## config.mk

```make
export PLATFORM = sky130hd
export DESIGN_NAME = adcseq_top
export DESIGN_NICKNAME = d
export VERILOG_FILES = /design/src/verilog/adcseq_pkg.sv /design/src/verilog/adcseq_sar_if.sv /design/src/verilog/adcseq_tad_gen.sv /design/src/verilog/adcseq_sar.sv /design/src/verilog/adcseq_top.sv
export VERILOG_INCLUDE_DIRS = /design/src /design/src/verilog
export SDC_FILE = /design/constraint.sdc
export NUM_CORES = 1
export LEC_CHECK = 0
export BUFFER_PORTS_ARGS = -buffer_cell sky130_fd_sc_hd__buf_2
export CORE_ASPECT_RATIO = 1.5
export CORE_MARGIN = 10
export CORE_UTILIZATION = 35
export DETAILED_ROUTE_END_ITERATION = 8
export SLEW_MARGIN = 20
export SYNTH_ARGS = -nofsm -noshare
export SYNTH_HDL_FRONTEND = slang
export SYNTH_SLANG_ARGS = --single-unit
```

## constraint.sdc

```tcl
create_clock -name clock -period 2.7 [get_ports clock]
set_clock_uncertainty 0.15 [all_clocks]
set_input_delay 0.27 -clock clock [delete_from_list [all_inputs] [get_ports clock]]
set_output_delay 0.27 -clock clock [all_outputs]
set_load 0.05 [all_outputs]
```

## src/verilog/adcseq_consts.svh

```systemverilog
// Offsets, field positions, reset values and timing counts of the conversion sequencer.
`ifndef ADCSEQ_CONSTS_SVH
`define ADCSEQ_CONSTS_SVH

// =====================================================================
// Register indices (byte address is four times the index)
`define ADCSEQ_IDX_INT_CTRL 10'h00b
`define ADCSEQ_IDX_IRQ_FLAGS 10'h00c
`define ADCSEQ_IDX_RESULT 10'h01e
`define ADCSEQ_IDX_CTRL_MAIN 10'h01f
`define ADCSEQ_IDX_IRQ_ENABLES 10'h08c
`define ADCSEQ_IDX_PIN_CFG 10'h09f
`define ADCSEQ_IDX_INVALID 10'h0a0

// =====================================================================
// Field positions
`define ADCSEQ_CTRL_SEL_HI 7
`define ADCSEQ_CTRL_SEL_LO 6
`define ADCSEQ_CTRL_CHAN_HI 5
`define ADCSEQ_CTRL_CHAN_LO 3
`define ADCSEQ_CTRL_GO 2
`define ADCSEQ_CTRL_ON 0
`define ADCSEQ_DONE_BIT 6
`define ADCSEQ_PIN_CFG_HI 2

// =====================================================================
// Reset values
`define ADCSEQ_RST_BYTE 8'h00
`define ADCSEQ_RST_SEL 2'h0
`define ADCSEQ_RST_CHAN 3'h0
`define ADCSEQ_RST_PIN_CFG 3'h0

// =====================================================================
// Encodings
`define ADCSEQ_SEL_RC 2'h3
`define ADCSEQ_TRIG_MODE 4'hb

// =====================================================================
// Timing
`define ADCSEQ_CLK_NS 4
`define ADCSEQ_MIN_TAD_NS 1600
`define ADCSEQ_MIN_TAD_NS_ALT 2000
`define ADCSEQ_INSTR_TOSC 4
`define ADCSEQ_LEAD_HALF 3
`define ADCSEQ_RECOVER_HALF 4
`define ADCSEQ_CONV_HALF 19

`endif

```

## src/verilog/adcseq_pkg.sv

```systemverilog
// Types and shared arithmetic of the conversion sequencer.
`default_nettype none
package adcseq_pkg;

  // =====================================================================
  // Sequencer states, Gray coded along idle, wait, lead, convert, recover.
  typedef enum logic [2:0] {
    ST_IDLE = 3'b000,
    ST_WAIT = 3'b001,
    ST_LEAD = 3'b011,
    ST_CONV = 3'b010,
    ST_RECOVER = 3'b110
  } adcseq_state_type;

  // Oscillator periods per bit period for a clock selection; zero means the RC clock.
  function automatic int tosc_mult(input logic [1:0] sel);
    case (sel)
      2'h0: return 2;
      2'h1: return 8;
      2'h2: return 32;
      default: return 0;
    endcase
  endfunction

endpackage
`default_nettype wire

```

## src/verilog/adcseq_sar_if.sv

```systemverilog
// Signals between the sequencer control and the successive approximation engine.
`timescale 1ns/1ps
`default_nettype none
interface adcseq_sar_if;
  logic clear;
  logic step;
  logic comp;
  logic done;
  logic [7:0] code;
  logic [2:0] bit_idx;
  modport ctrl (output clear, output step, output comp, input done, input code, input bit_idx);
  modport engine (input clear, input step, input comp, output done, output code, output bit_idx);
endinterface
`default_nettype wire

```

## src/verilog/adcseq_tad_gen.sv

```systemverilog
// Half bit-period tick generator from the divided oscillator or the internal RC clock.
`timescale 1ns/1ps
`default_nettype none
module adcseq_tad_gen #(
  parameter int OSC_DIV = 1
) (
  input wire logic clock,
  input wire logic rst_n,
  input wire logic run,
  input wire logic use_rc,
  input wire logic [1:0] sel,
  input wire logic rc_clk,
  output logic half_tick
);

  logic rc_s1_q;
  logic rc_s2_q;
  logic rc_s3_q;
  logic [15:0] cnt_q;
  logic [15:0] reload;

  // A new selection is picked up at the next half period, so a switch lands cleanly.
  assign reload = 16'(adcseq_pkg::tosc_mult(sel) / 2 * OSC_DIV - 1);

  always_ff @(posedge clock or negedge rst_n) begin
    if (!rst_n) begin
      rc_s1_q <= 1'b0;
      rc_s2_q <= 1'b0;
      rc_s3_q <= 1'b0;
    end else begin
      rc_s1_q <= rc_clk;
      rc_s2_q <= rc_s1_q;
      rc_s3_q <= rc_s2_q;
    end
  end

  always_ff @(posedge clock or negedge rst_n) begin
    if (!rst_n) begin
      cnt_q <= 16'h0000;
      half_tick <= 1'b0;
    end else if (!run) begin
      cnt_q <= reload;
      half_tick <= 1'b0;
    end else if (use_rc) begin
      half_tick <= rc_s2_q ^ rc_s3_q;
    end else if (cnt_q == 16'h0000) begin
      cnt_q <= reload;
      half_tick <= 1'b1;
    end else begin
      cnt_q <= cnt_q - 16'h0001;
      half_tick <= 1'b0;
    end
  end

endmodule // adcseq_tad_gen
`default_nettype wire

```

## src/verilog/adcseq_sar.sv

```systemverilog
// Successive approximation engine: trial code, bit walk and end of conversion.
`timescale 1ns/1ps
`default_nettype none
module adcseq_sar (
  input wire logic clock,
  input wire logic rst_n,
  adcseq_sar_if.engine sar
);

  always_ff @(posedge clock or negedge rst_n) begin
    if (!rst_n) begin
      sar.code <= 8'h00;
      sar.bit_idx <= 3'h7;
      sar.done <= 1'b0;
    end else if (sar.clear) begin
      sar.code <= 8'h80;
      sar.bit_idx <= 3'h7;
      sar.done <= 1'b0;
    end else if (sar.step && !sar.done) begin
      // Trial code k stands for k times the reference over 256, so code 1 begins at one LSb.
      sar.code[sar.bit_idx] <= sar.comp;
      if (sar.bit_idx == 3'h0) begin
        sar.done <= 1'b1;
      end else begin
        sar.code[sar.bit_idx - 3'h1] <= 1'b1;
        sar.bit_idx <= sar.bit_idx - 3'h1;
      end
    end else begin
      sar.done <= 1'b0;
    end
  end

endmodule // adcseq_sar
`default_nettype wire

```

## src/verilog/adcseq_top.sv

```systemverilog
// Conversion sequencer of an 8-bit successive approximation converter with APB registers.
//
// The APB interface to the registers was left to the implementer.
`timescale 1ns/1ps
`default_nettype none
`include "adcseq_consts.svh"
module adcseq_top #(
  parameter int ADDR_W = 12,
  parameter int OSC_DIV = 1,
  parameter int MIN_TAD_NS = `ADCSEQ_MIN_TAD_NS
) (
  input wire logic clock,
  input wire logic rst_n,
  input wire logic psel,
  input wire logic penable,
  input wire logic pwrite,
  input wire logic [ADDR_W-1:0] paddr,
  input wire logic [31:0] pwdata,
  output logic [31:0] prdata,
  output logic pready,
  output logic pslverr,
  input wire logic sleep_in,
  input wire logic [3:0] compare_unit_mode,
  input wire logic special_event_trigger,
  input wire logic rc_osc_clk,
  input wire logic comparator_in,
  output logic converter_power,
  output logic sample_enable,
  output logic [2:0] channel_select,
  output logic [2:0] analog_pin_config_bits,
  output logic [7:0] dac_code,
  output logic wake_request,
  output logic timer_clear
);

  localparam int MIN_TAD_CYC = (MIN_TAD_NS + `ADCSEQ_CLK_NS - 1) / `ADCSEQ_CLK_NS;
  localparam int INSTR_CYC = `ADCSEQ_INSTR_TOSC * OSC_DIV;

  // =====================================================================
  // Declarations
  adcseq_pkg::adcseq_state_type state_q;
  logic [1:0] clk_sel_q;
  logic [2:0] chan_q;
  logic busy_q;
  logic on_q;
  logic [7:0] int_ctrl_q;
  logic [7:0] irq_flags_q;
  logic [7:0] irq_enables_q;
  logic [2:0] pin_cfg_q;
  logic [7:0] result_q;
  logic [7:0] invalid_q;
  logic rc_q;
  logic [15:0] cnt_q;
  logic phase_q;
  logic pwr_down_q;
  logic comp_s1_q;
  logic comp_s2_q;
  logic [4:0] half_seen_q;
  logic [7:0] rd_byte;
  logic rd_err;
  logic half_tick;
  logic wr;
  logic wr_ctrl;
  logic running;
  logic start;
  logic sleep_kill;
  logic sw_go_set;
  logic sw_go_clr;
  logic off_kill;
  logic abort;
  logic complete;
  logic trig_hit;
  logic trig_go;

  adcseq_sar_if sar_bus ();

  function automatic logic hit(input logic [ADDR_W-1:0] a, input logic [9:0] idx);
    return a == ADDR_W'({idx, 2'b00});
  endfunction

  // =====================================================================
  // Sub-blocks
  adcseq_tad_gen #(
    .OSC_DIV(OSC_DIV)
  ) u_tad (
    .clock(clock),
    .rst_n(rst_n),
    .run(state_q != adcseq_pkg::ST_IDLE),
    .use_rc(rc_q),
    .sel(clk_sel_q),
    .rc_clk(rc_osc_clk),
    .half_tick(half_tick)
  );

  adcseq_sar u_sar (
    .clock(clock),
    .rst_n(rst_n),
    .sar(sar_bus.engine)
  );

  // =====================================================================
  // Event decoding
  assign wr = psel && penable && pwrite && pready;
  assign wr_ctrl = wr && hit(paddr, `ADCSEQ_IDX_CTRL_MAIN);
  assign running = (state_q == adcseq_pkg::ST_WAIT) || (state_q == adcseq_pkg::ST_LEAD) ||
                   (state_q == adcseq_pkg::ST_CONV);
  assign sw_go_set = wr_ctrl && pwdata[`ADCSEQ_CTRL_GO] && on_q;
  assign sw_go_clr = wr_ctrl && !pwdata[`ADCSEQ_CTRL_GO] && busy_q;
  assign off_kill = wr_ctrl && !pwdata[`ADCSEQ_CTRL_ON] && busy_q;
  assign sleep_kill = sleep_in && busy_q &&
                      !(running ? rc_q : (clk_sel_q == `ADCSEQ_SEL_RC));
  assign abort = running && (sw_go_clr || off_kill || sleep_kill);
  assign complete = sar_bus.done && (state_q == adcseq_pkg::ST_CONV);
  assign trig_hit = special_event_trigger && (compare_unit_mode == `ADCSEQ_TRIG_MODE);
  assign trig_go = trig_hit && on_q;
  assign start = (state_q == adcseq_pkg::ST_IDLE) && busy_q && on_q && !sleep_kill;
  assign sar_bus.clear = start;
  assign sar_bus.step = (state_q == adcseq_pkg::ST_CONV) && half_tick && phase_q && !abort;
  assign sar_bus.comp = comp_s2_q;

  // =====================================================================
  // Comparator synchroniser
  always_ff @(posedge clock or negedge rst_n) begin
    if (!rst_n) begin
      comp_s1_q <= 1'b0;
      comp_s2_q <= 1'b0;
    end else begin
      comp_s1_q <= comparator_in;
      comp_s2_q <= comp_s1_q;
    end
  end

  // =====================================================================
  // Control register and busy bit
  always_ff @(posedge clock or negedge rst_n) begin
    if (!rst_n) begin
      clk_sel_q <= `ADCSEQ_RST_SEL;
      chan_q <= `ADCSEQ_RST_CHAN;
      on_q <= 1'b0;
    end else if (wr_ctrl) begin
      clk_sel_q <= pwdata[`ADCSEQ_CTRL_SEL_HI:`ADCSEQ_CTRL_SEL_LO];
      chan_q <= pwdata[`ADCSEQ_CTRL_CHAN_HI:`ADCSEQ_CTRL_CHAN_LO];
      on_q <= pwdata[`ADCSEQ_CTRL_ON];
    end
  end

  // A start request wins over a completion in the same cycle, so it is not lost.
  always_ff @(posedge clock or negedge rst_n) begin
    if (!rst_n) begin
      busy_q <= 1'b0;
    end else if (sw_go_set || trig_go) begin
      busy_q <= 1'b1;
    end else if (complete || sw_go_clr || off_kill || sleep_kill) begin
      busy_q <= 1'b0;
    end
  end

  // =====================================================================
  // Sequencer
  always_ff @(posedge clock or negedge rst_n) begin
    if (!rst_n) begin
      state_q <= adcseq_pkg::ST_IDLE;
      rc_q <= 1'b0;
      cnt_q <= 16'h0000;
      phase_q <= 1'b0;
    end else begin
      case (state_q)
        adcseq_pkg::ST_IDLE: begin
          if (start) begin
            // The clock kind is frozen for the whole conversion.
            rc_q <= (clk_sel_q == `ADCSEQ_SEL_RC);
            if (clk_sel_q == `ADCSEQ_SEL_RC) begin
              state_q <= adcseq_pkg::ST_WAIT;
              cnt_q <= 16'(INSTR_CYC - 1);
            end else begin
              state_q <= adcseq_pkg::ST_LEAD;
              cnt_q <= 16'(`ADCSEQ_LEAD_HALF - 1);
            end
          end
        end
        adcseq_pkg::ST_WAIT: begin
          if (abort) begin
            state_q <= adcseq_pkg::ST_RECOVER;
            cnt_q <= 16'(`ADCSEQ_RECOVER_HALF - 1);
          end else if (cnt_q == 16'h0000) begin
            state_q <= adcseq_pkg::ST_LEAD;
            cnt_q <= 16'(`ADCSEQ_LEAD_HALF - 1);
          end else begin
            cnt_q <= cnt_q - 16'h0001;
          end
        end
        adcseq_pkg::ST_LEAD: begin
          if (abort) begin
            state_q <= adcseq_pkg::ST_RECOVER;
            cnt_q <= 16'(`ADCSEQ_RECOVER_HALF - 1);
          end else if (half_tick) begin
            if (cnt_q == 16'h0000) begin
              state_q <= adcseq_pkg::ST_CONV;
              phase_q <= 1'b0;
            end else begin
              cnt_q <= cnt_q - 16'h0001;
            end
          end
        end
        adcseq_pkg::ST_CONV: begin
          if (abort || complete) begin
            state_q <= adcseq_pkg::ST_RECOVER;
            cnt_q <= 16'(`ADCSEQ_RECOVER_HALF - 1);
          end else if (half_tick) begin
            phase_q <= !phase_q;
          end
        end
        adcseq_pkg::ST_RECOVER: begin
          if (half_tick) begin
            if (cnt_q == 16'h0000) begin
              state_q <= adcseq_pkg::ST_IDLE;
            end else begin
              cnt_q <= cnt_q - 16'h0001;
            end
          end
        end
        default: begin
          state_q <= adcseq_pkg::ST_IDLE;
        end
      endcase
    end
  end

  // =====================================================================
  // Result, invalid-bit mask and flags
  // The result has no reset, so it keeps the last value through any reset.
  always_ff @(posedge clock) begin
    if (complete) begin
      result_q <= sar_bus.code;
    end else if (wr && hit(paddr, `ADCSEQ_IDX_RESULT)) begin
      result_q <= pwdata[7:0];
    end
  end

  always_ff @(posedge clock or negedge rst_n) begin
    if (!rst_n) begin
      invalid_q <= `ADCSEQ_RST_BYTE;
    end else if (start) begin
      invalid_q <= `ADCSEQ_RST_BYTE;
    end else if (sar_bus.step && !rc_q &&
                 (adcseq_pkg::tosc_mult(clk_sel_q) * OSC_DIV < MIN_TAD_CYC)) begin
      invalid_q[sar_bus.bit_idx] <= 1'b1;
    end
  end

  // The done flag is set by completion even when software clears it in the same cycle.
  always_ff @(posedge clock or negedge rst_n) begin
    if (!rst_n) begin
      irq_flags_q <= `ADCSEQ_RST_BYTE;
    end else begin
      if (wr && hit(paddr, `ADCSEQ_IDX_IRQ_FLAGS)) begin
        irq_flags_q <= pwdata[7:0];
      end
      if (complete) begin
        irq_flags_q[`ADCSEQ_DONE_BIT] <= 1'b1;
      end
    end
  end

  always_ff @(posedge clock or negedge rst_n) begin
    if (!rst_n) begin
      int_ctrl_q <= `ADCSEQ_RST_BYTE;
      irq_enables_q <= `ADCSEQ_RST_BYTE;
      pin_cfg_q <= `ADCSEQ_RST_PIN_CFG;
    end else begin
      if (wr && hit(paddr, `ADCSEQ_IDX_INT_CTRL)) begin
        int_ctrl_q <= pwdata[7:0];
      end
      if (wr && hit(paddr, `ADCSEQ_IDX_IRQ_ENABLES)) begin
        irq_enables_q <= pwdata[7:0];
      end
      if (wr && hit(paddr, `ADCSEQ_IDX_PIN_CFG)) begin
        pin_cfg_q <= pwdata[`ADCSEQ_PIN_CFG_HI:0];
      end
    end
  end

  // =====================================================================
  // Sleep, power and outputs toward the chip
  always_ff @(posedge clock or negedge rst_n) begin
    if (!rst_n) begin
      pwr_down_q <= 1'b1;
    end else if (sleep_in && (clk_sel_q != `ADCSEQ_SEL_RC || running && !rc_q)) begin
      pwr_down_q <= 1'b1;
    end else if (complete && sleep_in && !irq_enables_q[`ADCSEQ_DONE_BIT]) begin
      pwr_down_q <= 1'b1;
    end else if (!sleep_in) begin
      pwr_down_q <= 1'b0;
    end
  end

  always_ff @(posedge clock or negedge rst_n) begin
    if (!rst_n) begin
      converter_power <= 1'b0;
      sample_enable <= 1'b0;
      wake_request <= 1'b0;
      timer_clear <= 1'b0;
    end else begin
      converter_power <= on_q && !pwr_down_q;
      // Sampling runs while the sequencer rests in idle with the converter on and not powered down.
      sample_enable <= on_q && !pwr_down_q && (state_q == adcseq_pkg::ST_IDLE);
      wake_request <= complete && sleep_in && irq_enables_q[`ADCSEQ_DONE_BIT];
      timer_clear <= trig_hit;
    end
  end

  assign channel_select = chan_q;
  assign analog_pin_config_bits = pin_cfg_q;
  assign dac_code = sar_bus.code;

  // =====================================================================
  // APB slave: data is fetched in the setup cycle and answered in one access cycle
  always_comb begin
    rd_byte = 8'h00;
    rd_err = 1'b0;
    if (hit(paddr, `ADCSEQ_IDX_INT_CTRL)) begin
      rd_byte = int_ctrl_q;
    end else if (hit(paddr, `ADCSEQ_IDX_IRQ_FLAGS)) begin
      rd_byte = irq_flags_q;
    end else if (hit(paddr, `ADCSEQ_IDX_RESULT)) begin
      rd_byte = result_q;
    end else if (hit(paddr, `ADCSEQ_IDX_CTRL_MAIN)) begin
      rd_byte = {clk_sel_q, chan_q, busy_q, 1'b0, on_q};
    end else if (hit(paddr, `ADCSEQ_IDX_IRQ_ENABLES)) begin
      rd_byte = irq_enables_q;
    end else if (hit(paddr, `ADCSEQ_IDX_PIN_CFG)) begin
      rd_byte = {5'h00, pin_cfg_q};
    end else if (hit(paddr, `ADCSEQ_IDX_INVALID)) begin
      rd_byte = invalid_q;
    end else begin
      rd_err = 1'b1;
    end
  end

  always_ff @(posedge clock or negedge rst_n) begin
    if (!rst_n) begin
      prdata <= 32'h0000_0000;
      pready <= 1'b0;
      pslverr <= 1'b0;
    end else begin
      pready <= psel && !penable;
      pslverr <= psel && !penable && rd_err;
      prdata <= (psel && !penable && !pwrite) ? {24'h00_0000, rd_byte} : 32'h0000_0000;
    end
  end

  // =====================================================================
  // Checks
  always_ff @(posedge clock or negedge rst_n) begin
    if (!rst_n) begin
      half_seen_q <= 5'h00;
    end else if (start) begin
      half_seen_q <= 5'h00;
    end else if (half_tick && (state_q == adcseq_pkg::ST_LEAD ||
                               state_q == adcseq_pkg::ST_CONV)) begin
      half_seen_q <= half_seen_q + 5'h01;
    end
  end

  conv_length_a: assert property (@(posedge clock) disable iff (!rst_n)
    complete |-> half_seen_q == 5'(`ADCSEQ_CONV_HALF))
    else $error("conversion length is not 9.5 bit periods");

  done_update_a: assert property (@(posedge clock) disable iff (!rst_n)
    complete && !sw_go_set && !trig_go |=> !busy_q && result_q == $past(sar_bus.code))
    else $error("completion did not clear busy and load result");

  rc_delay_a: assert property (@(posedge clock) disable iff (!rst_n)
    start && clk_sel_q == `ADCSEQ_SEL_RC |=> (state_q == adcseq_pkg::ST_WAIT) [*2])
    else $error("RC start was not delayed");

  sleep_abort_a: assert property (@(posedge clock) disable iff (!rst_n)
    running && sleep_in && !rc_q && !wr_ctrl
      |=> state_q == adcseq_pkg::ST_RECOVER && pwr_down_q && on_q && !busy_q)
    else $error("sleep with oscillator clock did not abort");

  sleep_run_a: assert property (@(posedge clock) disable iff (!rst_n)
    sleep_in && $past(sleep_in) && running |-> rc_q)
    else $error("conversion runs in sleep without RC clock");

  wake_a: assert property (@(posedge clock) disable iff (!rst_n)
    complete && sleep_in && irq_enables_q[`ADCSEQ_DONE_BIT] |=> wake_request ##1 !wake_request)
    else $error("no single wake pulse on completion in sleep");

  power_down_a: assert property (@(posedge clock) disable iff (!rst_n)
    complete && sleep_in && !irq_enables_q[`ADCSEQ_DONE_BIT] && !wr_ctrl
      |=> pwr_down_q && on_q ##1 !converter_power)
    else $error("converter not powered down after sleep completion");

  trig_start_a: assert property (@(posedge clock) disable iff (!rst_n)
    trig_hit && on_q && !wr_ctrl |=> busy_q && timer_clear)
    else $error("trigger did not start conversion and clear timer");

  trig_ignore_a: assert property (@(posedge clock) disable iff (!rst_n)
    trig_hit && !on_q && !busy_q && !wr_ctrl |=> !busy_q && timer_clear)
    else $error("trigger with converter off misbehaved");

  abort_keep_a: assert property (@(posedge clock) disable iff (!rst_n)
    running && sw_go_clr && !complete
      |=> state_q == adcseq_pkg::ST_RECOVER && $stable(result_q))
    else $error("abort did not keep the result");

  invalid_bit_a: assert property (@(posedge clock) disable iff (!rst_n)
    sar_bus.step && !rc_q && adcseq_pkg::tosc_mult(clk_sel_q) * OSC_DIV < MIN_TAD_CYC
      |=> invalid_q[$past(sar_bus.bit_idx)])
    else $error("short bit period not flagged");

endmodule // adcseq_top
`default_nettype wire

```

After elaboration in Yosys (flattened, before gate mapping)
Index checks and enable logic that the tools add are counted.
{"block": "op_classes", "n_addsub": 5, "n_reduce_logical": 82, "n_lt_le_gt_ge": 5, "n_bitwise": 4, "mux": 75, "n_eq_ne": 32}
{"op": "2-to-1 mux 16 bit", "count": 10}
{"op": "2-to-1 mux 8 bit", "count": 15}
{"op": "case mux 16 bit (5 select lines)", "count": 1}
{"op": "logical AND 1 bit", "count": 42}
{"op": "== test 12 x 10 -> 1 bit (second input constant)", "count": 3}
{"op": "2-to-1 mux 3 bit", "count": 12}
{"op": "logical NOT 16 bit", "count": 2}
{"op": "< comparator 32 x 10 -> 1 bit (second input constant)", "count": 1}
{"op": "2-to-1 mux 32 bit", "count": 1}
{"op": "subtractor 16 x 1 -> 16 bit (second input constant)", "count": 2}
{"op": "2-to-1 mux 1 bit", "count": 28}
{"op": "== test 12 x 6 -> 1 bit (second input constant)", "count": 2}
{"op": "== test 12 x 7 -> 1 bit (second input constant)", "count": 2}
{"op": "case mux 6 bit (3 select lines)", "count": 1}
{"op": "inequality test 2 bit (second input constant)", "count": 8}
{"op": "OR 8 bit", "count": 2}
{"op": "subtractor 16 x 2 -> 16 bit (second input constant)", "count": 1}
{"op": "case mux 3 bit (5 select lines)", "count": 1}
{"op": "logical NOT 1 bit", "count": 12}
{"op": "nonzero test 2 bit", "count": 6}
{"op": "logical OR 1 bit", "count": 10}
{"op": "bitwise mux 8 bit", "count": 1}
{"op": "< comparator 3 x 4 -> 1 bit (second input constant)", "count": 2}
{"op": "inequality test 2 x 1 -> 1 bit (second input constant)", "count": 4}
{"op": "26 further kinds", "count": 34}
{"block": "word_totals", "inputBits": 57, "out_inout_bits": 52, "register_bits": 120, "elab_cells": 236}

Depth between registers and ports, before layout
Gate-level depths: netlist of run 1.
{"block": "logic_depth", "word_depth": 15, "depth_mapped": 10, "ltp_nobuf": 10}

By module
From an unflattened synthesis of run 1, not the netlist that was laid out.
{"block": "unflattened", "cells_unflattened": 685, "hier_area_um2": 6667.6}
{"module": "adcseq_top", "area_each_um2": 4549.4, "seq_area_each_um2": 2243.4, "cells_each": 456, "n_inst": 1}
{"module": "adcseq_tad_gen", "area_each_um2": 1377.6, "seq_area_each_um2": 500.5, "cells_each": 154, "n_inst": 1}
{"module": "adcseq_sar", "area_each_um2": 740.7, "seq_area_each_um2": 304.0, "cells_each": 75, "n_inst": 1}

Least setup slack after synthesis of run 1
OpenSTA, ideal clock, no wires.
{"block": "synth_timing", "path_kind": "register to register", "start": "register pready", "end": "register u_sar.sar.bit_idx[2]", "setup_ps": 84, "path_buffers": 2, "arrival_time_ps": 2354, "path_slack_ps": 112, "synth_period_minus_slack_ps": 2588, "path_stages_with_launch": 8, "cell_sequence": "dfrtp_1 > nand4_2 > a211o_1 > or3_1 > clkbuf_1 > and2_1 > buf_2 > a311o_1"}
{"block": "synth_between", "elab_chain_cells": 12}
{"element": "start, declared", "line": "adcseq_top.sv:20", "text": "output logic pready,"}
{"element": "start signal, assigned", "line": "adcseq_top.sv:346", "text": "pready <= psel && !penable;"}
{"element": "logical AND 1 bit (*)", "line": "adcseq_top.sv:103", "text": "assign wr = psel && penable && pwrite && pready;"}
{"element": "logical AND 1 bit (*)", "line": "adcseq_top.sv:104", "text": "assign wr_ctrl = wr && hit(paddr, `ADCSEQ_IDX_CTRL_MAIN);"}
{"element": "logical AND 1 bit (on tied branches) (2 in a row)", "line": "adcseq_top.sv:108, adcseq_top.sv:109"}
{"element": "logical OR 1 bit (*) (2 in a row)", "line": "adcseq_top.sv:112", "text": "assign abort = running && (sw_go_clr || off_kill || sleep_kill);"}
{"element": "logical AND 1 bit (*)", "line": "adcseq_top.sv:112"}
{"element": "logical NOT 1 bit (*)", "line": "adcseq_top.sv:118", "text": "assign sar_bus.step = (state_q == adcseq_pkg::ST_CONV) && half_tick && phase_q && !abort;"}
{"element": "logical AND 1 bit (*)", "line": "adcseq_top.sv:118"}
{"element": "logical AND 1 bit (*)", "line": "adcseq_sar.sv:19", "text": "end else if (sar.step && !sar.done) begin"}
{"element": "nonzero test 2 bit (no line) (*)"}
{"element": "AND reduction 2 bit (no line) (*)"}
{"element": "end signal, assigned", "line": "adcseq_sar.sv:26", "text": "sar.bit_idx <= sar.bit_idx - 3'h1;"}
{"element": "end, declared", "line": "adcseq_sar_if.sv:12", "text": "modport engine (input clear, input step, input comp, output done, output code, output bit_idx);"}
Mark *: on every way between the ends. The rest lies on a longest branch, timed or not.
A chain may end at the register's enable or synchronous reset.

Final worst setup path of run 1
{"block": "layout_timing", "start": "register u_tad.cnt_q[7]", "end": "register u_tad.cnt_q[15]"}
{"block": "layout_between", "elab_chain_cells": 4}
{"element": "start, declared", "line": "adcseq_tad_gen.sv:19", "text": "logic [15:0] cnt_q;"}
{"element": "start signal, assigned", "line": "adcseq_tad_gen.sv:42", "text": "cnt_q <= reload;"}
{"element": "start signal, assigned", "line": "adcseq_tad_gen.sv:47", "text": "cnt_q <= reload;"}
{"element": "start signal, assigned", "line": "adcseq_tad_gen.sv:50", "text": "cnt_q <= cnt_q - 16'h0001;"}
{"element": "subtractor 16 x 1 -> 16 bit or logical NOT 16 bit (tied branches)", "line": "adcseq_tad_gen.sv:50, adcseq_tad_gen.sv:46"}
{"element": "2-to-1 mux 16 bit (*)", "line": "adcseq_tad_gen.sv:46", "text": "end else if (cnt_q == 16'h0000) begin"}
{"element": "2-to-1 mux 16 bit (*)", "line": "adcseq_tad_gen.sv:44", "text": "end else if (use_rc) begin"}
{"element": "2-to-1 mux 16 bit (*)", "line": "adcseq_tad_gen.sv:41", "text": "end else if (!run) begin"}
Mark *: on every way between the ends. The rest lies on a longest branch, timed or not. The select of a mux whose other input is x is not followed.

==> flow_metrics.py, run 1 <==
metrics = {
    "worst_setup_path": {
        "worstPathArrival_ns": 2.68,
        "r2r-start": "u_tad.cnt_q[7]",
        "cp-endpoint": "u_tad.cnt_q[15]",
        "r2r_slack_ns": 0.13,
        "critPathLaunchType": "flop",
        "path_class": "reg2reg",
        "crit_start": "u_tad.cnt_q[7]",
        "rr_worst_depth": 6,
        "cp.required_ns": 2.81,
        "r2r-end": "u_tad.cnt_q[15]",
        "path_max_fanout": 8,
        "endpoint_kind": "flop",
    },
    "power": {
        "p_leak_nw": 3.67,
        "p_per_area_nw_per_um2": 930,
        "total_power_mw": 7.69,
        "peakVddDrop_mv": 0.468,
    },
    "logic_synthesis": {
        "synthesis.instances": 710,
        "syn_area_um2": 6720,
        "synth_compound_area_share_pct": 21.4,
        "synth_seq_area_share_pct": 45.3,
        "yosys_warnings": 0,
        "synth-edff-count": 8,
        "yosysTopAreaCell": "dfrtp_1",
        "synth_xor_area_share_pct": 0.261,
        "yosys.area.top_type_share_pct": 40.2,
        "synthMuxAreaShare_pct": 5.81,
        "yosys_register_bits": 120,
        "synth_area_leaders": "dfrtp_1 40%, mux2_2 5.4%, nor2_1 4.2%, nand2_1 4.0%, edfxtp_1 3.6%",
        "synthAdderAreaFrac_pct": 1.49,
        "avgSynthCellArea_um2": 9.47,
        "async_flop_share_pct": 93.3,
        "post_synth_num_cell_types": 79,
        "yosys.area_share.simple_pct": 20.0,
        "synth_top_family_by_area": "compound AO/OA/AOI/OAI gates",
        "synth_ff_type": "dfrtp_1",
    },
    "timing": {
        "setup_tns_ns": 0,
        "fin_crit_sh_pct": 95.1,
        "finalCriticalPeriod_ns": 2.57,
        "maxSlewViolCount": 0,
        "rsz0062_at_grt": "no",
        "hold_viol_final": 0,
        "timing.hold.ws_ns": 0.0113,
        "tightestPinTransition_ns": 0.880,
        "setup_slack_ns": 0.131,
        "finalSetupViolations": 0,
        "relSlewSlack_pct": 41.2,
        "fmax_mhz": 389,
    },
    "final_layout": {
        "diodes": 0,
        "final_nets": 889,
        "mostFrequentLayoutCells": "108 x dfrtp_1, 76 x nor2_1, 71 x nand2_1",
        "layout_commonest_cell": "dfrtp_1",
        "nFillCells": 1827,
        "stdcell_count": 1093,
        "syn_to_final_growth_pct": 23.0,
        "seqCellArea_um2": 3050,
        "fin_util_pct": 43.5,
        "reg_top3": "cnt_q: 16 flops, u_tad.cnt_q: 16 flops",
        "drive_gt1_share_pct": 25.4,
        "fin_area_um2": 8270,
        "multi_input_comb_area_um2": 3400,
    },
    "floorplanning": {
        "placementRows": 62,
        "chipHeight_um": 190,
        "initial_utilization_pct": 35.4,
        "ios": 109,
        "core_um2": 19000,
        "die_x_um": 133,
        "die_area_um2": 25300,
    },
    "detailed_routing": {
        "via_per_inst": 5.38,
        "drt_wl_total_um": 18800,
        "first_iter_violations": 359,
        "vias": 5884,
        "remaining_drc_errors": 0,
        "routedWlPerCell_um": 17.2,
        "final_antenna_net_count": 0,
        "first_pass_iters": 5,
    },
    "grt": {
        "antenna_found_initial": 0,
        "grt_max_degree": 51,
        "gr-total-overflow": 0,
        "grt_use_total_pct": 14.9,
        "grt_pass1_wl_um": 30900,
        "grt_pass1_vias": 5997,
    },
    "clock_network": {
        "cts_max_path_buffers": 2,
        "cts_tree": "done",
        "clockRootBuffer": "clkbuf_16",
        "clock_sinks": 120,
        "clkSlewWorstSetupHoldPaths_ns": 0.06,
        "h-tree-depth": 4,
        "numCtsBuffers": 17,
        "insertion_delay_ns": 0.42,
    },
    "placement": {
        "dp.cells": 1052,
        "placement.io_buffers": 60,
        "post-place-ws_ns": 0.141,
        "dp_hpwl_um": 14100,
        "place_area_um2": 7580,
        "gp_congestion": 0.871,
    },
    "run": {
        "drv_cap": 0,
    },
    "hold_path": {
        "min_path_type": "in2reg",
        "hold_start": "pwdata[5]",
    },
    "run_status": {
        "status": "finished, final reports clean",
    },
}
-- critical path, stage by stage (launching register included) --
cell,delay [ns]
dfrtp_1,0.40
or3_4,0.42
or3_1,0.45
or4_4,0.53
o31a_1,0.24
o21ai_0,0.13
o21ai_1,0.09
-- power by group --
part | total [mW] | switching [mW] | internal (mW)
combinational | 2.98 | 1.88 | 1.10
sequential | 2.41 | 0.291 | 2.12
clock | 2.31 | 0.928 | 1.38
-- cell usage after synthesis (9+ instances only) --
cell	number
a21oi_1	46
o22ai_1	10
mux2_2	32
nand2_1	71
inv_1	14
buf_4	24
a22oi_1	15
o21ai_0	36
nor2_1	76
clkbuf_1	25
nor3_1	21
nand3_1	9
or3_1	10
dfrtp_1	108
a211oi_1	10
a31oi_1	12
nand4_1	10
o21a_1	11
a22o_1	9
-- cells by family after synthesis --
logic type                 after synthesis
AOI/OAI and AO/OA                      210
xor gates and xnor gates                 2
adders and majority gates                8
buffers and inverters                   73
DFF                                    120
muxes                                   35
other                                    1
and+or+nand+nor                        261
-- layout make-up --
| class | instances | share of cell area [%] |
|---|---|---|
| clock inverter | 15 | 1.98 |
| clock buffer | 17 | 5.14 |
| timing repair buffer | 128 | 10.3 |
| tap | 256 | 3.87 |
| sequential | 120 | 36.9 |
| multi-input combinational | 540 | 41.1 |
| inverter | 17 | 0.772 |
-- worst min path at each step --
stage | end | cells after the start
2_1_floorplan | analog_pin_config_bits[0] | 0
3_3_place_gp | invalid_q[0] | 1
3_5_place_dp | u_sar.sar.code[3] | 1
4_1_cts | irq_enables_q[5] | 2
5_1_grt | irq_enables_q[5] | 2
6_report | irq_enables_q[5] | 2
-- routing by layer --
metal / vias up / wire [µm] / track usage, %
met4: 0 / 399 / 5.42
met3: 28 / 816 / 3.12
li1: 2834 / - / -
met1: 2879 / 7700 / 16.8
met2: 143 / 9860 / 27.1
met5: - / 0 / 0
-- repair_timing --
| item | CTS | global route |
|---|---|---|
| setup endpoints to repair | 0 | 5 |
| gates resized for setup | 0 | 2 |
| endpoints found under the hold margin | 44 | 0 |
| setup buffers | 0 | 0 |
| hold buffers | 9 | 0 |
No activity file was read; power rests on OpenSTA's default activity.
==> inputs of run 2 (changes only) <==
--- a/config.mk
+++ b/config.mk
@@ -11,6 +11,7 @@
 export CORE_MARGIN = 10
 export CORE_UTILIZATION = 35
 export DETAILED_ROUTE_END_ITERATION = 8
+export PLACE_DENSITY = 0.52
 export SLEW_MARGIN = 20
 export SYNTH_ARGS = -nofsm -noshare
 export SYNTH_HDL_FRONTEND = slang
==> flow_metrics.py, run 2 (synthesis results as in run 1) <==
metrics = {
    "grt": {
        "antenna_found_initial": 0,
        "gr-total-overflow": 0,
        "grt_pass1_wl_um": 32400,
        "grt_max_degree": 39,
        "grt_use_total_pct": 15.8,
        "grt_pass1_vias": 6189,
    },
    "worst_setup_path": {
        "max_stage_delay_ns": 0.53,
        "path_buf_inv": 0,
        "cp_top_family": "simple AND/OR/NAND/NOR gates",
        "r2r-start": "u_tad.cnt_q[7]",
        "path_class": "reg2reg",
        "r2r_slack_ns": 0.09,
        "r2r-end": "u_tad.cnt_q[15]",
        "path_max_fanout": 8,
        "crit_chain": "or3_4, or3_1, or4_4, o31a_1, o21ai_0, o21ai_1",
        "endpoint_kind": "flop",
        "cp.required_ns": 2.82,
        "crit_start": "u_tad.cnt_q[7]",
        "worstPathArrival_ns": 2.72,
        "rr_worst_depth": 6,
        "critPathLaunchType": "flop",
        "slowest_stage": "or4_4",
    },
    "final_layout": {
        "diodes": 0,
        "reg_top3": "cnt_q: 16 flops, u_tad.cnt_q: 16 flops",
        "mostFrequentLayoutCells": "108 x dfrtp_1, 76 x nor2_1, 71 x nand2_1",
        "nFillCells": 1871,
        "drive_gt1_share_pct": 24.8,
        "final_nets": 886,
        "layout_commonest_cell": "dfrtp_1",
        "syn_to_final_growth_pct": 23.3,
        "fin_util_pct": 43.6,
    },
    "clock_network": {
        "cts_max_path_buffers": 2,
        "cts_tree": "done",
        "clockRootBuffer": "clkbuf_16",
        "clock_sinks": 120,
        "insertion_delay_ns": 0.44,
        "h-tree-depth": 4,
        "post_cts_buffers": 0,
        "numCtsBuffers": 17,
        "clkSlewWorstSetupHoldPaths_ns": 0.06,
    },
    "detailed_routing": {
        "first_iter_violations": 337,
        "drt_wl_total_um": 19500,
        "final_antenna_net_count": 0,
        "via_per_inst": 5.47,
        "first_pass_iters": 5,
        "vias": 5963,
        "routedWlPerCell_um": 17.9,
        "remaining_drc_errors": 0,
    },
    "floorplanning": {
        "chipHeight_um": 190,
        "placementRows": 62,
        "die_x_um": 133,
        "die_area_um2": 25300,
        "core_um2": 19000,
        "ios": 109,
        "initial_utilization_pct": 35.4,
    },
    "timing": {
        "setup_slack_ns": 0.0927,
        "rsz0062_at_grt": "no",
        "hold_viol_final": 0,
        "maxSlewViolCount": 0,
        "relSlewSlack_pct": 37.7,
        "finalSetupViolations": 0,
        "tightestPinTransition_ns": 0.933,
        "fin_crit_sh_pct": 96.6,
        "fmax_mhz": 384,
        "setup_tns_ns": 0,
        "finalCriticalPeriod_ns": 2.61,
    },
    "power": {
        "seq_power_share_pct": 31.1,
        "total_power_mw": 7.84,
        "peakVddDrop_mv": 0.521,
        "p_sw_mw": 3.07,
        "p_int_mw": 4.77,
        "p_sw_share_pct": 39.2,
        "p_leak_nw": 3.68,
        "p_per_area_nw_per_um2": 946,
        "p_clk_share_pct": 30.8,
        "pwr-share-comb_pct": 38.2,
    },
    "hold_path": {
        "min_path_type": "in2reg",
        "min_path_cells": 3,
        "hold_start": "pwrite",
        "min_to": "prdata[2]",
    },
    "run": {
        "drv_cap": 0,
    },
    "placement": {
        "dp_hpwl_um": 14700,
        "placement.io_buffers": 60,
        "post-place-ws_ns": 0.0810,
        "gp_congestion": 0.846,
    },
    "run_status": {
        "status": "finished, final reports clean",
    },
}
run 2: cell count changes in the layout (fill, tap and decap cells not counted), moves of 2 or more:
cell / delta
bufinv_16: +2
clkinv_1: +2
buf_4: -4
inv_6: -4
clkinvlp_4: -2
run 2: worst max path at each step:
stage / end / slack, ns / cells after the start
after global placement: u_tad.cnt_q[15] / 0.12 / 6
final: u_tad.cnt_q[15] / 0.09 / 6
after detailed placement: cnt_q[0] / 0.08 / 8
after floorplan: u_sar.sar.bit_idx[2] / 0.11 / 7
after CTS: cnt_q[0] / 0.09 / 8
after global routing: u_tad.cnt_q[15] / 0.02 / 6
run 2: power groups by stage:
stage                     Combinational, mW  Sequential, mW  Clock, mW
after detailed placement               2.94            2.45          0
after global placement                 2.89            2.45          0
after CTS                              2.97            2.43       2.46
after floorplan                        2.02            2.47          0
final                                  2.99            2.43       2.41
after global routing                   3.33            2.47       2.54
run 2: metrics by stage:
stage | hold WS [ns] | instance area (µm²) | instances
2_1_floorplan | -0.176 | 6810 | 733
3_3_place_gp | 0.0892 | 7540 | 1048
3_5_place_dp | 0.0912 | 7540 | 1048
4_1_cts | 0.0135 | 8260 | 1090
5_1_grt | 0.0213 | 8290 | 1090
6_report | 0.0170 | 8290 | 1090
run 2: layer usage:
metal,part of all wire [%],vias up,routed length [µm],track usage (%)
met2,51,162,9940,27.3
li1,-,2830,-,-
met1,42,2938,8130,18.3
met3,4.7,33,911,3.72
met5,0,-,0,0
met4,2.7,0,526,6.80
run 2: area by class of cell:
type / instances / area (µm²) / share of cell area, %
Clock buffer: 19 / 443 / 5.34
Clock inverter: 13 / 175 / 2.11
Inverter: 17 / 63.8 / 0.770
Multi-Input combinational cell: 540 / 3410 / 41.1
Sequential cell: 120 / 3050 / 36.8
Tap cell: 256 / 320 / 3.86
Timing Repair Buffer: 125 / 828 / 9.99
run 2: timing repair:
item | in CTS | in global routing
setup endpoints to repair | 0 | 2
hold buffers | 10 | 0
resized for setup | 0 | 5
endpoints found under the hold margin | 39 | 0
run 2: tightest hold or removal path, stage by stage:
cell     delay [ns]
buf_2          0.10
nor2b_1        0.08
o21a_1         0.11
==> inputs of run 3 (changes only) <==
--- a/config.mk
+++ b/config.mk
@@ -15,4 +15,5 @@
 export SLEW_MARGIN = 20
 export SYNTH_ARGS = -nofsm -noshare
 export SYNTH_HDL_FRONTEND = slang
+export SYNTH_HIERARCHICAL = 1
 export SYNTH_SLANG_ARGS = --single-unit
==> flow_metrics.py, run 3 <==
metrics = {
    "detailed_routing": {
        "first_pass_iters": 5,
        "remaining_drc_errors": 0,
        "drt_wl_total_um": 19000,
        "vias": 5658,
        "routedWlPerCell_um": 17.8,
        "via_per_inst": 5.28,
        "final_antenna_net_count": 0,
        "first_iter_violations": 318,
    },
    "power": {
        "p_sw_share_pct": 39.4,
        "p_leak_nw": 3.84,
        "p_clk_share_pct": 27.9,
        "p_int_mw": 4.79,
        "seq_power_share_pct": 34.2,
        "pwr-share-comb_pct": 37.9,
        "peakVddDrop_mv": 0.844,
        "p_per_area_nw_per_um2": 946,
        "p_sw_mw": 3.11,
    },
    "final_layout": {
        "reg_top3": "cnt_q: 16 flops, u_tad/cnt_q: 16 flops",
        "layout_commonest_cell": "dfrtp_1",
        "mostFrequentLayoutCells": "107 x dfrtp_1, 85 x nand2_1, 61 x buf_4",
        "final_nets": 870,
        "syn_to_final_growth_pct": 25.2,
        "drive_gt1_share_pct": 29.5,
        "diodes": 0,
        "fin_area_um2": 8350,
    },
    "run_status": {
        "violations": "negative setup slack",
        "status": "finished, violations left",
    },
    "worst_setup_path": {
        "critPathLaunchType": "flop",
        "r2r_slack_ns": -0.02,
        "cp.required_ns": 2.84,
        "cpMostUsedCell": "or4_4",
        "worstPathArrival_ns": 2.86,
        "cp-endpoint": "u_sar/sar.code[3]",
        "crit_start": "state_q[1]",
        "crit_chain": "o21ba_4, mux2_4, a22o_4, or4_4, inv_4, nand2b_4, or4_4, mux2i_1, o22ai_1",
        "cp_top_family": "simple AND/OR/NAND/NOR gates",
        "r2r-end": "u_sar/sar.code[3]",
        "endpoint_kind": "flop",
        "rr_worst_depth": 9,
        "max_stage_delay_ns": 0.45,
        "path_buf_inv": 1,
        "r2r-start": "state_q[1]",
        "slowest_stage": "or4_4",
        "path_class": "reg2reg",
        "critical_path_depth": 9,
        "path_max_fanout": 5,
    },
    "logic_synthesis": {
        "yosysTopAreaCell": "dfrtp_1",
        "yosys_warnings": 6,
        "post_synth_num_cell_types": 85,
        "synth_ff_type": "dfrtp_1",
        "async_flop_share_pct": 93.3,
        "yosys.area.top_type_share_pct": 40.5,
        "yosys_register_bits": 120,
        "synth_area_leaders": "dfrtp_1 41%, mux2_2 5.6%, nand2_1 4.8%, edfxtp_1 3.6%, nor2_1 2.9%",
        "synth_most_common_cell": "dfrtp_1",
        "synthesis.instances": 685,
        "synth_common_cells": "108 x dfrtp_1, 86 x nand2_1, 52 x nor2_1",
        "syn_area_um2": 6670,
        "synth-edff-count": 8,
        "synth_seq_area_share_pct": 45.7,
        "avgSynthCellArea_um2": 9.73,
    },
    "floorplanning": {
        "placementRows": 61,
        "die_area_um2": 25100,
        "chipHeight_um": 189,
        "core_um2": 18600,
        "die_x_um": 133,
        "initial_utilization_pct": 35.8,
        "ios": 109,
    },
    "grt": {
        "grt_pass1_wl_um": 30800,
        "gr-total-overflow": 0,
        "grt_max_degree": 50,
        "grt_use_total_pct": 15.1,
        "antenna_found_initial": 0,
        "grt_pass1_vias": 5809,
    },
    "timing": {
        "tightestPinTransition_ns": 0.709,
        "finalCriticalPeriod_ns": 2.72,
        "fin_crit_sh_pct": 101,
        "finalSetupViolations": 1,
        "setup_slack_ns": -0.0191,
        "maxSlewViolCount": 0,
        "rsz0062_at_grt": "yes",
        "fmax_mhz": 368,
        "relSlewSlack_pct": 52.1,
        "hold_viol_final": 0,
        "setup_tns_ns": -0.0191,
    },
    "clock_network": {
        "h-tree-depth": 4,
        "numCtsBuffers": 17,
        "clockRootBuffer": "clkbuf_16",
        "insertion_delay_ns": 0.41,
        "clkSlewWorstSetupHoldPaths_ns": 0.06,
        "cts_tree": "done",
        "clock_sinks": 120,
        "cts_max_path_buffers": 2,
    },
    "hold_path": {
        "min_path_type": "in2reg",
    },
    "placement": {
        "gp_congestion": 0.857,
        "dp_hpwl_um": 14200,
        "placement.io_buffers": 60,
        "place_area_um2": 7540,
    },
    "run": {
        "drv_cap": 0,
    },
}
## run 3: changes by cell type after synthesis, sizes merged, moves of 9 or more
cell	previous run	this run
clkbuf	25	16
nand2	71	87
nor2	77	53
a21oi	46	34
o21ai	38	27
buf	31	42
o21a	11	1
## run 3: kinds of logic (layout without fill, tap and decap cells)
kind of cell	Yosys count	count (layout)	synth area share (%)
mux	39	39	6.49
xor+xnor	2	2	0.263
simple gates	287	287	24.2
fa+ha+maj	7	7	1.31
compound gates	151	151	15.3
flops	120	120	45.7
buf+inv	78	189	6.68
other cells	1	24	0.0562
## run 3: per-stage QoR
stage	std cells	worst slack [ns]	utilization, %	hold slack [ns]	total power, mW
6_report	1071	-0.0191	44.8	0.0250	7.90
3_3_place_gp	1024	-0.0491	40.5	0.187	5.50
3_5_place_dp	1024	-0.0987	40.5	0.190	5.56
5_1_grt	1071	-0.0890	44.8	0.0272	8.42
4_1_cts	1067	-0.0204	44.3	0.00940	7.83
2_1_floorplan	708	-0.0933	-	-0.176	4.70
## run 3: layout make-up
type                    instances  area (µm²)
fillers                      1851       10300
multi-input cells             510        3360
flip-flops and latches        120        3050
repair buffers                137         957
clock buffers                  19         464
well taps                     252         315
clock inverters                13         118
inverters                      20        83.8
## run 3: worst reg2reg max path, stage by stage (launching register included)
cell	delay, ns
dfrtp_1	0.39
o21ba_4	0.24
mux2_4	0.31
a22o_4	0.26
or4_4	0.45
inv_4	0.08
nand2b_4	0.07
or4_4	0.42
mux2i_1	0.15
o22ai_1	0.09
## run 3: per-layer routing
layer | GRT usage, % | wire length, µm | up-vias
met1 | 16.5 | 7570 | 2788
met3 | 2.91 | 579 | 24
met5 | 0 | 0 | -
li1 | - | - | 2733
met2 | 28.2 | 10500 | 113
met4 | 5.35 | 363 | 0
## run 3: worst min path at each step
stage                   from                         to  slack, ns  cells past startpoint
2_1_floorplan          rst_n  analog_pin_config_bits[0]      -0.18                      0
3_3_place_gp       comp_s1_q                  comp_s2_q       0.19                      0
3_5_place_dp   u_tad/rc_s1_q              u_tad/rc_s2_q       0.19                      0
4_1_cts            pwdata[6]             irq_flags_q[6]      0.009                      3
5_1_grt            pwdata[6]               clk_sel_q[0]       0.03                      2
6_report           pwdata[6]             irq_flags_q[6]       0.03                      3
## run 3: repair_timing
item	in CTS	in global routing
setup buffers	0	4
hold endpoints to repair	58	0
gates resized for setup	2	16
pin swaps	1	12
hold buffers	11	0
endpoints found under the setup margin	8	22
## run 3: power by group through the flow
stage | combinational, mW | sequential (mW) | clock (mW)
global route | 3.31 | 2.77 | 2.34
CTS | 2.87 | 2.70 | 2.26
finish | 2.99 | 2.70 | 2.20
floorplan | 2.05 | 2.65 | 0
detailed placement | 2.84 | 2.72 | 0
global placement | 2.80 | 2.70 | 0
